==> config.mk <==
export PLATFORM = sky130hd
export DESIGN_NAME = ncdo_top
export DESIGN_NICKNAME = d
export VERILOG_FILES = /design/src/rtl/ncdo_pkg.sv /design/src/rtl/ncdo_tick.sv /design/src/rtl/ncdo_top.sv
export VERILOG_INCLUDE_DIRS = /design/src /design/src/rtl
export SDC_FILE = /design/constraint.sdc
export NUM_CORES = 1
export LEC_CHECK = 0
export CELL_PAD_IN_SITES_DETAIL_PLACEMENT = 1
export CELL_PAD_IN_SITES_GLOBAL_PLACEMENT = 2
export CORE_MARGIN = 2
export CORE_UTILIZATION = 39
export DETAILED_ROUTE_END_ITERATION = 6
export DONT_BUFFER_PORTS = 1
export PLACE_DENSITY = 0.81
export RECOVER_POWER = 100
export SLEW_MARGIN = 40
export SYNTH_ARGS = -nofsm -noshare
export SYNTH_HDL_FRONTEND = slang
export SYNTH_SLANG_ARGS = --single-unit
export TNS_END_PERCENT = 1
==> constraint.sdc <==
create_clock -name CLOCK -period 5.1 [get_ports CLOCK]
set_input_delay 0.255 -clock CLOCK [delete_from_list [all_inputs] [get_ports CLOCK]]
set_output_delay 0.255 -clock CLOCK [all_outputs]
set_load 0.05 [all_outputs]
==> src/rtl/ncdo_map.svh <==
`ifndef NCDO_MAP_SVH
`define NCDO_MAP_SVH
// register byte addresses
`define NCDO_ADDR_DIV 5'h00
`define NCDO_ADDR_OPT 5'h04
`define NCDO_ADDR_KCTL 5'h08
`define NCDO_ADDR_KDAT 5'h0c
`define NCDO_ADDR_STAT 5'h10
// divider register fields
`define NCDO_DIV_LOADED 7
`define NCDO_DIV_PRESCALE 6
`define NCDO_DIV_RESET 7'h00
`define NCDO_PRESCALE_LAST 3'h7
// options register fields
`define NCDO_OPT_BACKDOOR_KEY_ENABLE 7
`define NCDO_OPT_NORED 6
`define NCDO_OPT_USED_MASK 8'hc3
`define NCDO_OPT_RESET 8'h00
`define NCDO_SEC_UNSECURE 2'h2
// backdoor key
`define NCDO_KEY_BYTES 4'h8
// bus answers
`define NCDO_RESP_OK 2'h0
`define NCDO_RESP_SLVERR 2'h2
`endif

==> src/rtl/ncdo_pkg.sv <==
package ncdo_pkg;
  typedef logic [7:0] ncdo_byte_t;
  typedef logic [5:0] ncdo_ratio_t;
  typedef enum logic [0:0] {
    NCDO_OP_IDLE = 1'b0,
    NCDO_OP_RUN = 1'b1
  } ncdo_op_e;
endpackage

==> src/rtl/ncdo_tick.sv <==
`include "ncdo_map.svh"
module ncdo_tick (
  input wire logic clk,
  input wire logic rst_n,
  input wire logic run,
  input wire logic prescale,
  input wire ncdo_pkg::ncdo_ratio_t ratio,
  output logic tick
);
  import ncdo_pkg::*;

  logic [2:0] pre_q;
  logic [2:0] pre_d;
  ncdo_ratio_t div_q;
  ncdo_ratio_t div_d;
  logic tick_q;
  wire pre_en;
  wire div_end;

  // divide-by-8 prescale or plain bus clock
  assign pre_en = !prescale || (pre_q == `NCDO_PRESCALE_LAST);
  assign div_end = (div_q >= ratio);
  assign pre_d = (run && prescale) ? pre_q + 3'h1 : 3'h0;
  assign div_d = (!run || (pre_en && div_end)) ? 6'h00 :
                 (pre_en ? div_q + 6'h01 : div_q);
  assign tick = tick_q;

  always_ff @(posedge clk or negedge rst_n)
  begin
    if (!rst_n)
    begin
      pre_q <= 3'h0;
      div_q <= 6'h00;
      tick_q <= 1'b0;
    end
    else
    begin
      pre_q <= pre_d;
      div_q <= div_d;
      tick_q <= run && pre_en && div_end;
    end
  end
endmodule

==> src/rtl/ncdo_top.sv <==
// Local design decisions: the Avalon-MM interface to the registers and the register offsets.
`include "ncdo_map.svh"
// Overview of operation
// divider bit7 read-only, low bits written once
// reset clears loaded flag, first write sets
// program/erase refused until divider loaded
// prescale bit selects bus clock or /8
// timing clock is input over ratio plus one
// software keeps timing clock 150-200 kHz
// pulses last one tick, whole tick counts
// options captured from nonvolatile byte at reset
// option bits 5:2 read zero, writes ignored
// options change only via reprogram and reset; here an unlock also sets the security bits to 10
// key disabled means no backdoor unlock
// key writes only from firmware, not debug
// eight matching ascending bytes unlock until reset
// redirect disable bit turns redirection off
// only security code 10 means unsecured
// secure blocks unsecured memory accesses
// key unlock or erased blank check unsecures
// blocked writes ignored, blocked reads zero
// divider is tick enable, no derived clock
module ncdo_top (
  input wire logic CLOCK,
  input wire logic RESETN,
  input wire logic [4:0] AVS_ADDRESS,
  input wire logic AVS_READ,
  input wire logic AVS_WRITE,
  input wire logic [31:0] AVS_WRITEDATA,
  input wire logic [3:0] AVS_BYTEENABLE,
  output logic [31:0] AVS_READDATA,
  output logic [1:0] AVS_RESPONSE,
  output logic AVS_WAITREQUEST,
  input wire logic DEBUG_ACCESS,
  input wire ncdo_pkg::ncdo_byte_t OPTION_BYTE,
  input wire logic [63:0] BACKDOOR_KEY,
  input wire logic OP_REQUEST,
  input wire ncdo_pkg::ncdo_byte_t OP_PULSES,
  output logic OP_ACCEPT,
  output logic OP_REFUSED,
  output logic OP_BUSY,
  output logic OP_DONE,
  output logic TIMING_TICK,
  input wire logic BLANK_CHECK_DONE,
  input wire logic BLANK_CHECK_ERASED,
  input wire logic MEM_READ,
  input wire logic MEM_WRITE,
  input wire logic MEM_UNSECURED_SRC,
  input wire ncdo_pkg::ncdo_byte_t MEM_RDATA,
  output logic MEM_WRITE_EN,
  output ncdo_pkg::ncdo_byte_t MEM_RDATA_OUT,
  output logic REDIRECT_ENABLE,
  output logic SECURE
);
  import ncdo_pkg::*;

  // bus slave state
  logic wait_q;
  logic [31:0] rdata_q;
  logic [1:0] resp_q;
  // divider register
  logic loaded_q;
  logic [6:0] div_q;
  // options register and key logic
  logic opt_done_q;
  ncdo_byte_t opt_q;
  ncdo_byte_t opt_d;
  logic kacc_q;
  logic [3:0] kidx_q;
  logic kbad_q;
  // sequencer
  ncdo_op_e op_q;
  ncdo_byte_t left_q;
  logic accept_q;
  logic refused_q;
  logic done_q;
  // security outputs
  logic wen_q;
  ncdo_byte_t mrd_q;
  logic redir_q;
  logic secure_q;
  logic tick;

  // bus decode
  wire req = AVS_READ || AVS_WRITE;
  wire take = req && wait_q;
  wire commit = req && !wait_q;
  wire be0 = AVS_BYTEENABLE[0];
  wire hit_div = (AVS_ADDRESS == `NCDO_ADDR_DIV);
  wire hit_opt = (AVS_ADDRESS == `NCDO_ADDR_OPT);
  wire hit_kctl = (AVS_ADDRESS == `NCDO_ADDR_KCTL);
  wire hit_kdat = (AVS_ADDRESS == `NCDO_ADDR_KDAT);
  wire hit_stat = (AVS_ADDRESS == `NCDO_ADDR_STAT);
  wire mapped = hit_div || hit_opt || hit_kctl || hit_kdat || hit_stat;
  wire wr = commit && AVS_WRITE && be0;
  wire wr_div = wr && hit_div;
  wire wr_kctl = wr && hit_kctl;
  wire wr_kdat = wr && hit_kdat;

  // security view
  wire backdoor_key_enable = opt_q[`NCDO_OPT_BACKDOOR_KEY_ENABLE];
  wire sec_now = (opt_q[1:0] != `NCDO_SEC_UNSECURE);
  wire blocked = sec_now && MEM_UNSECURED_SRC;

  // backdoor key compare
  wire [5:0] key_lsb = {kidx_q[2:0], 3'h0};
  wire ncdo_byte_t key_byte = BACKDOOR_KEY[key_lsb +: 8];
  wire key_wr = wr_kdat && kacc_q && backdoor_key_enable && !DEBUG_ACCESS;
  wire key_full = (kidx_q == `NCDO_KEY_BYTES);
  wire key_miss = key_full || (AVS_WRITEDATA[7:0] != key_byte);
  wire key_close = wr_kctl && kacc_q && !AVS_WRITEDATA[0];
  wire key_unlock = key_close && backdoor_key_enable && key_full && !kbad_q;
  wire blank_unlock = BLANK_CHECK_DONE && BLANK_CHECK_ERASED;
  wire unlock = key_unlock || blank_unlock;

  // read mux
  wire [31:0] rd_div = {24'h0, loaded_q, div_q};
  wire [31:0] rd_opt = {24'h0, opt_q & `NCDO_OPT_USED_MASK};
  wire [31:0] rd_kctl = {27'h0, kbad_q, kidx_q[2:0], kacc_q};
  wire [31:0] rd_stat = {28'h0, OP_BUSY, loaded_q, REDIRECT_ENABLE, SECURE};
  wire [31:0] rd_mux = hit_div ? rd_div :
                       hit_opt ? rd_opt :
                       hit_kctl ? rd_kctl :
                       hit_stat ? rd_stat : 32'h0;

  // capture of the option byte on the first edge after reset
  assign opt_d = !opt_done_q ? (OPTION_BYTE & `NCDO_OPT_USED_MASK) :
                 (unlock ? {opt_q[7:2], `NCDO_SEC_UNSECURE} : opt_q);

  // sequencer decode
  wire start = OP_REQUEST && loaded_q && (op_q == NCDO_OP_IDLE);
  wire last = tick && (left_q <= 8'h01);

  assign AVS_WAITREQUEST = wait_q;
  assign AVS_READDATA = rdata_q;
  assign AVS_RESPONSE = resp_q;
  assign OP_ACCEPT = accept_q;
  assign OP_REFUSED = refused_q;
  assign OP_BUSY = (op_q == NCDO_OP_RUN);
  assign OP_DONE = done_q;
  assign TIMING_TICK = tick;
  assign MEM_WRITE_EN = wen_q;
  assign MEM_RDATA_OUT = mrd_q;
  assign REDIRECT_ENABLE = redir_q;
  assign SECURE = secure_q;

  ncdo_tick u_tick (
    .clk(CLOCK),
    .rst_n(RESETN),
    .run(loaded_q),
    .prescale(div_q[`NCDO_DIV_PRESCALE]),
    .ratio(div_q[5:0]),
    .tick(tick)
  );

  // bus answer one cycle after the request is seen
  always_ff @(posedge CLOCK or negedge RESETN)
  begin
    if (!RESETN)
    begin
      wait_q <= 1'b1;
      rdata_q <= 32'h0;
      resp_q <= `NCDO_RESP_OK;
    end
    else
    begin
      wait_q <= !take;
      if (take)
      begin
        rdata_q <= AVS_READ ? rd_mux : 32'h0;
        resp_q <= mapped ? `NCDO_RESP_OK : `NCDO_RESP_SLVERR;
      end
    end
  end

  // divider register, write once
  always_ff @(posedge CLOCK or negedge RESETN)
  begin
    if (!RESETN)
    begin
      loaded_q <= 1'b0;
      div_q <= `NCDO_DIV_RESET;
    end
    else if (wr_div && !loaded_q)
    begin
      loaded_q <= 1'b1;
      div_q <= AVS_WRITEDATA[6:0];
    end
  end

  // options register, no bus write path
  always_ff @(posedge CLOCK or negedge RESETN)
  begin
    if (!RESETN)
    begin
      opt_done_q <= 1'b0;
      opt_q <= `NCDO_OPT_RESET;
    end
    else
    begin
      opt_done_q <= 1'b1;
      opt_q <= opt_d;
    end
  end

  // key entry state
  always_ff @(posedge CLOCK or negedge RESETN)
  begin
    if (!RESETN)
    begin
      kacc_q <= 1'b0;
      kidx_q <= 4'h0;
      kbad_q <= 1'b0;
    end
    else if (wr_kctl)
    begin
      kacc_q <= AVS_WRITEDATA[0];
      kidx_q <= 4'h0;
      kbad_q <= 1'b0;
    end
    else if (key_wr)
    begin
      kidx_q <= key_full ? kidx_q : kidx_q + 4'h1;
      kbad_q <= kbad_q || key_miss;
    end
  end

  // program and erase sequencer
  always_ff @(posedge CLOCK or negedge RESETN)
  begin
    if (!RESETN)
    begin
      op_q <= NCDO_OP_IDLE;
      left_q <= 8'h00;
      accept_q <= 1'b0;
      refused_q <= 1'b0;
      done_q <= 1'b0;
    end
    else
    begin
      accept_q <= start;
      refused_q <= OP_REQUEST && !start;
      done_q <= (op_q == NCDO_OP_RUN) && last;
      case (op_q)
        NCDO_OP_IDLE:
        begin
          if (start)
          begin
            op_q <= NCDO_OP_RUN;
            left_q <= OP_PULSES;
          end
        end
        NCDO_OP_RUN:
        begin
          if (last)
          begin
            op_q <= NCDO_OP_IDLE;
          end
          else if (tick)
          begin
            left_q <= left_q - 8'h01;
          end
        end
        default:
        begin
          op_q <= NCDO_OP_IDLE;
        end
      endcase
    end
  end

  // security gate and decoded option outputs
  always_ff @(posedge CLOCK or negedge RESETN)
  begin
    if (!RESETN)
    begin
      wen_q <= 1'b0;
      mrd_q <= 8'h00;
      redir_q <= 1'b0;
      secure_q <= 1'b1;
    end
    else
    begin
      wen_q <= MEM_WRITE && !blocked;
      mrd_q <= (MEM_READ && !blocked) ? MEM_RDATA : 8'h00;
      redir_q <= opt_done_q && !opt_q[`NCDO_OPT_NORED];
      secure_q <= !opt_done_q || sec_now;
    end
  end

  // cycles since the last tick, for checking
  logic [9:0] gap_q;
  wire [9:0] period = div_q[6] ? {1'b0, div_q[5:0], 3'h7} :
                      {4'h0, div_q[5:0]};
  always_ff @(posedge CLOCK or negedge RESETN)
  begin
    if (!RESETN)
    begin
      gap_q <= 10'h0;
    end
    else
    begin
      // all ones before load, so the first tick counts like the rest
      gap_q <= tick ? 10'h0 : (!loaded_q ? 10'h3ff : gap_q + 10'h1);
    end
  end
endmodule

==> impl_metrics.env <==
export IMPL_fillerInstances=1027
export IMPL_post_cts_setup_buffers=0
export IMPL_hold_viol_final=0
export IMPL_drive_gt1_frac=0.117
export IMPL_tightest_slew_ns=1.01
export IMPL_synthAdderAreaFrac=0.0438
export IMPL_seqCellArea_um2=1560
export IMPL_port_buffers=0
export IMPL_muxShareOfSynthArea=0.149
export IMPL_clk_pin_slew_ns=0.07
export IMPL_setup_tns_ns=0
export IMPL_maxClockFrequency_mhz=377
export IMPL_dr_first_iter_drc_count=98
export IMPL_synth_edf_count=0
export IMPL_yosysWarnings=0
export IMPL_power_leakage_nw=1.78
export IMPL_critPathLaunchType="flip-flop"
export IMPL_relSlewSlack=0.328
export IMPL_path_class="reg2reg"
export IMPL_status="finished, final reports clean"
export IMPL_setup_viol=0
export IMPL_synth_compound_area_frac=0.117
export IMPL_track_usage=0.180
export IMPL_multi_input_area_um2=1910
export IMPL_hpwl_mm=6.78
export IMPL_cts_tree="done"
export IMPL_power_density_nw_per_um2=364
export IMPL_clkSinkCount=62
export IMPL_finClkSkew_ns=0.0104
export IMPL_io_pins=191
export IMPL_synthFlopType="dfrtp_1"
export IMPL_row_count=35
export IMPL_ys_seq_area_frac=0.418
export IMPL_dieArea_um2=10300
export IMPL_diodes=0
export IMPL_ctsLongestPathBuffers=2
export IMPL_h_tree_depth=3
export IMPL_min_path_type="in2reg"
export IMPL_grt_max_degree=63
export IMPL_ir_drop_v=0.000140
export IMPL_grt_pass1_wl_mm=14.3
export IMPL_die_x_um=102
export IMPL_die_h_um=102
export IMPL_avgSynthCellArea_um2=10.5
export IMPL_fin_nets=507
export IMPL_wl_mm=9.09
export IMPL_critPathMaxFanout=16
export IMPL_dr_total_vias=2608
export IMPL_clock_tree_root_cell="clkbuf_8"
export IMPL_layout_min_cycle_time_ns=2.65
export IMPL_area_growth_pct=6.13
export IMPL_wl_per_cell_um=18.6
export IMPL_critPathMaxStageDelay_ns=0.77
export IMPL_clock_latency_ns=0.34
export IMPL_grt_ovfl_total=0
export IMPL_synth_seq_cells=62
export IMPL_worst_ep_arrival_time_ns=2.88
export IMPL_maxCapViolations=0
export IMPL_synth_distinct_cells=51
export IMPL_crit_required_ns=5.33
export IMPL_period_share=0.521
export IMPL_synthArstFlopShare=1.00
export IMPL_synth_xor_area_share=0.0354
export IMPL_drc_errors=0
export IMPL_slew_violations=0
export IMPL_grt_pass1_vias=2721
export IMPL_synthCells=353
export IMPL_synth_top_family_by_area="multiplexers"
export IMPL_syn_cell_area_um2=3720
export IMPL_critPathCaptureType="flip-flop"
export IMPL_synthSimpleGateAreaFrac=0.149
export IMPL_vias_per_cell=5.34
export IMPL_ant_nets=0
export IMPL_start_util=0.402
export IMPL_fin_ws_ns=2.45
export IMPL_dp_slack_ns=2.57
export IMPL_slowest_stage="dfrtp_1"
export IMPL_core_area_um2=9240
export IMPL_gp_congestion=0.767
export IMPL_crit_chain="nand3b_1, nand2_1, o31a_1, and4_1, o21ai_0, o221a_2"
export IMPL_firstDrtPassIters=5
export IMPL_cts_buffers_inserted=9
export IMPL_grt_setup_unrepaired="false"
export IMPL_antenna_found_initial=0
state kept, by name (all words and copies together), names as in the netlist, 3 cells and up:
register / count
AVS_READDATA: 8
MEM_RDATA_OUT: 8
left_q: 8
div_q: 7
u_tick.div_q: 6
kidx_q: 4
opt_q: 4
u_tick.pre_q: 3
through the flow:
step | hold slack [ns] | area [um^2] | total power [mW] | instances | util
final | 0.0512 | 3940 | 1.43 | 488 | 0.427
after global routing | 0.0268 | 3940 | 1.52 | 488 | 0.427
after CTS | 0.0257 | 3970 | 1.45 | 488 | 0.430
after detailed placement | -0.0382 | 3720 | 0.955 | 470 | 0.402
after global placement | -0.0383 | 3710 | 0.941 | 470 | 0.402
after floorplan | -0.0406 | 3810 | 0.905 | 377 | -
cells in the mapped netlist, drive strengths merged (8+ instances only):
library cell	count	area share
xnor2	8	0.019
dfrtp	60	0.40
mux2	18	0.055
o22ai	10	0.017
nand2	20	0.020
a21oi	12	0.016
mux2i	16	0.043
inv	15	0.015
ha	13	0.044
mux4	8	0.052
buf	31	0.064
o21ai	12	0.016
nor2	23	0.023
nand3	10	0.013
and3	11	0.019
critical path: cells and delay by family, from the launching register on:
| family | cells | cell delay, ns |
|---|---|---|
| flip-flops | 1 | 0.77 |
| AO/OA/AOI/OAI | 3 | 0.80 |
| AND/OR/NAND/NOR | 3 | 0.97 |
path summary, 6_finish.rpt:
path	to	cells past startpoint	slack (ns)	from
worst max register to register	left_q[5]$_DFFE_PN0P_	6	2.45	OP_BUSY$_DFF_PN0_
worst max-delay path	left_q[5]$_DFFE_PN0P_	6	2.45	OP_BUSY$_DFF_PN0_
max in group asynchronous	SECURE$_DFF_PN1_	2	4.32	RESETN
worst min register to register	u_tick.pre_q[0]$_DFF_PN0_	1	0.45	u_tick.pre_q[0]$_DFF_PN0_
min in group asynchronous	OP_REFUSED$_DFF_PN0_	2	0.44	RESETN
worst min-delay path	opt_q[1]$_DFFE_PN0P_	1	0.05	OPTION_BYTE[1]
cell usage in the layout, fill, tap and decap left out, types with 4 or more instances in the layout:
| cell type | count |
|---|---|
| a21o_1 | 5 |
| a21oi_1 | 12 |
| a22o_1 | 4 |
| a22oi_1 | 5 |
| and2_0 | 6 |
| and3_1 | 11 |
| clkbuf_8 | 10 |
| conb_1 | 26 |
| dfrtp_1 | 59 |
| ha_1 | 13 |
| inv_1 | 15 |
| mux2_2 | 18 |
| mux2i_1 | 16 |
| mux4_2 | 5 |
| nand2_1 | 20 |
| nand2b_1 | 5 |
| nand3_1 | 10 |
| nand4_1 | 4 |
| nor2_1 | 23 |
| nor3_1 | 7 |
| o21ai_0 | 12 |
| o22ai_1 | 10 |
| xnor2_1 | 8 |
| xor2_1 | 7 |
report_power, final:
part / switching [mW] / leakage (nW) / internal [mW]
Combinational: 0.174 / 0.853 / 0.110
Sequential: 0.129 / 0.816 / 0.544
Clock: 0.191 / 0.110 / 0.288
Total: 0.493 / 1.78 / 0.942
cells by family (layout without fill, tap and decap cells):
group / count (synthesis) / in the layout
compound gates: 64 / 64
xor+xnor: 15 / 15
fa+ha+maj: 13 / 13
buf+inv: 52 / 34
flops: 62 / 62
mux: 42 / 42
other cells: 2 / 26
simple gates: 103 / 103
timing repair:
action                     CTS  global route
hold buffers                 2             0
hold endpoints to repair    62             0
setup endpoints to repair    0             0
gates resized for setup      0             0
metal layers:
layer	share of wire	GRT usage	vias to the layer above
li1	-	-	1227
met5	0	0	-
met1	0.42	0.225	1293
met2	0.51	0.298	82
met3	0.063	0.0538	6
met4	0.0090	0.0561	0
layout make-up:
| class | instances | area share |
|---|---|---|
| Clock inverter | 4 | 0.0178 |
| Inverter | 15 | 0.0143 |
| Clock buffer | 12 | 0.0368 |
| Tap cell | 129 | 0.0409 |
| Multi-Input combinational cell | 263 | 0.485 |
| Sequential cell | 62 | 0.394 |
| Timing Repair Buffer | 3 | 0.0105 |
Power figures use the tool's default switching activity.
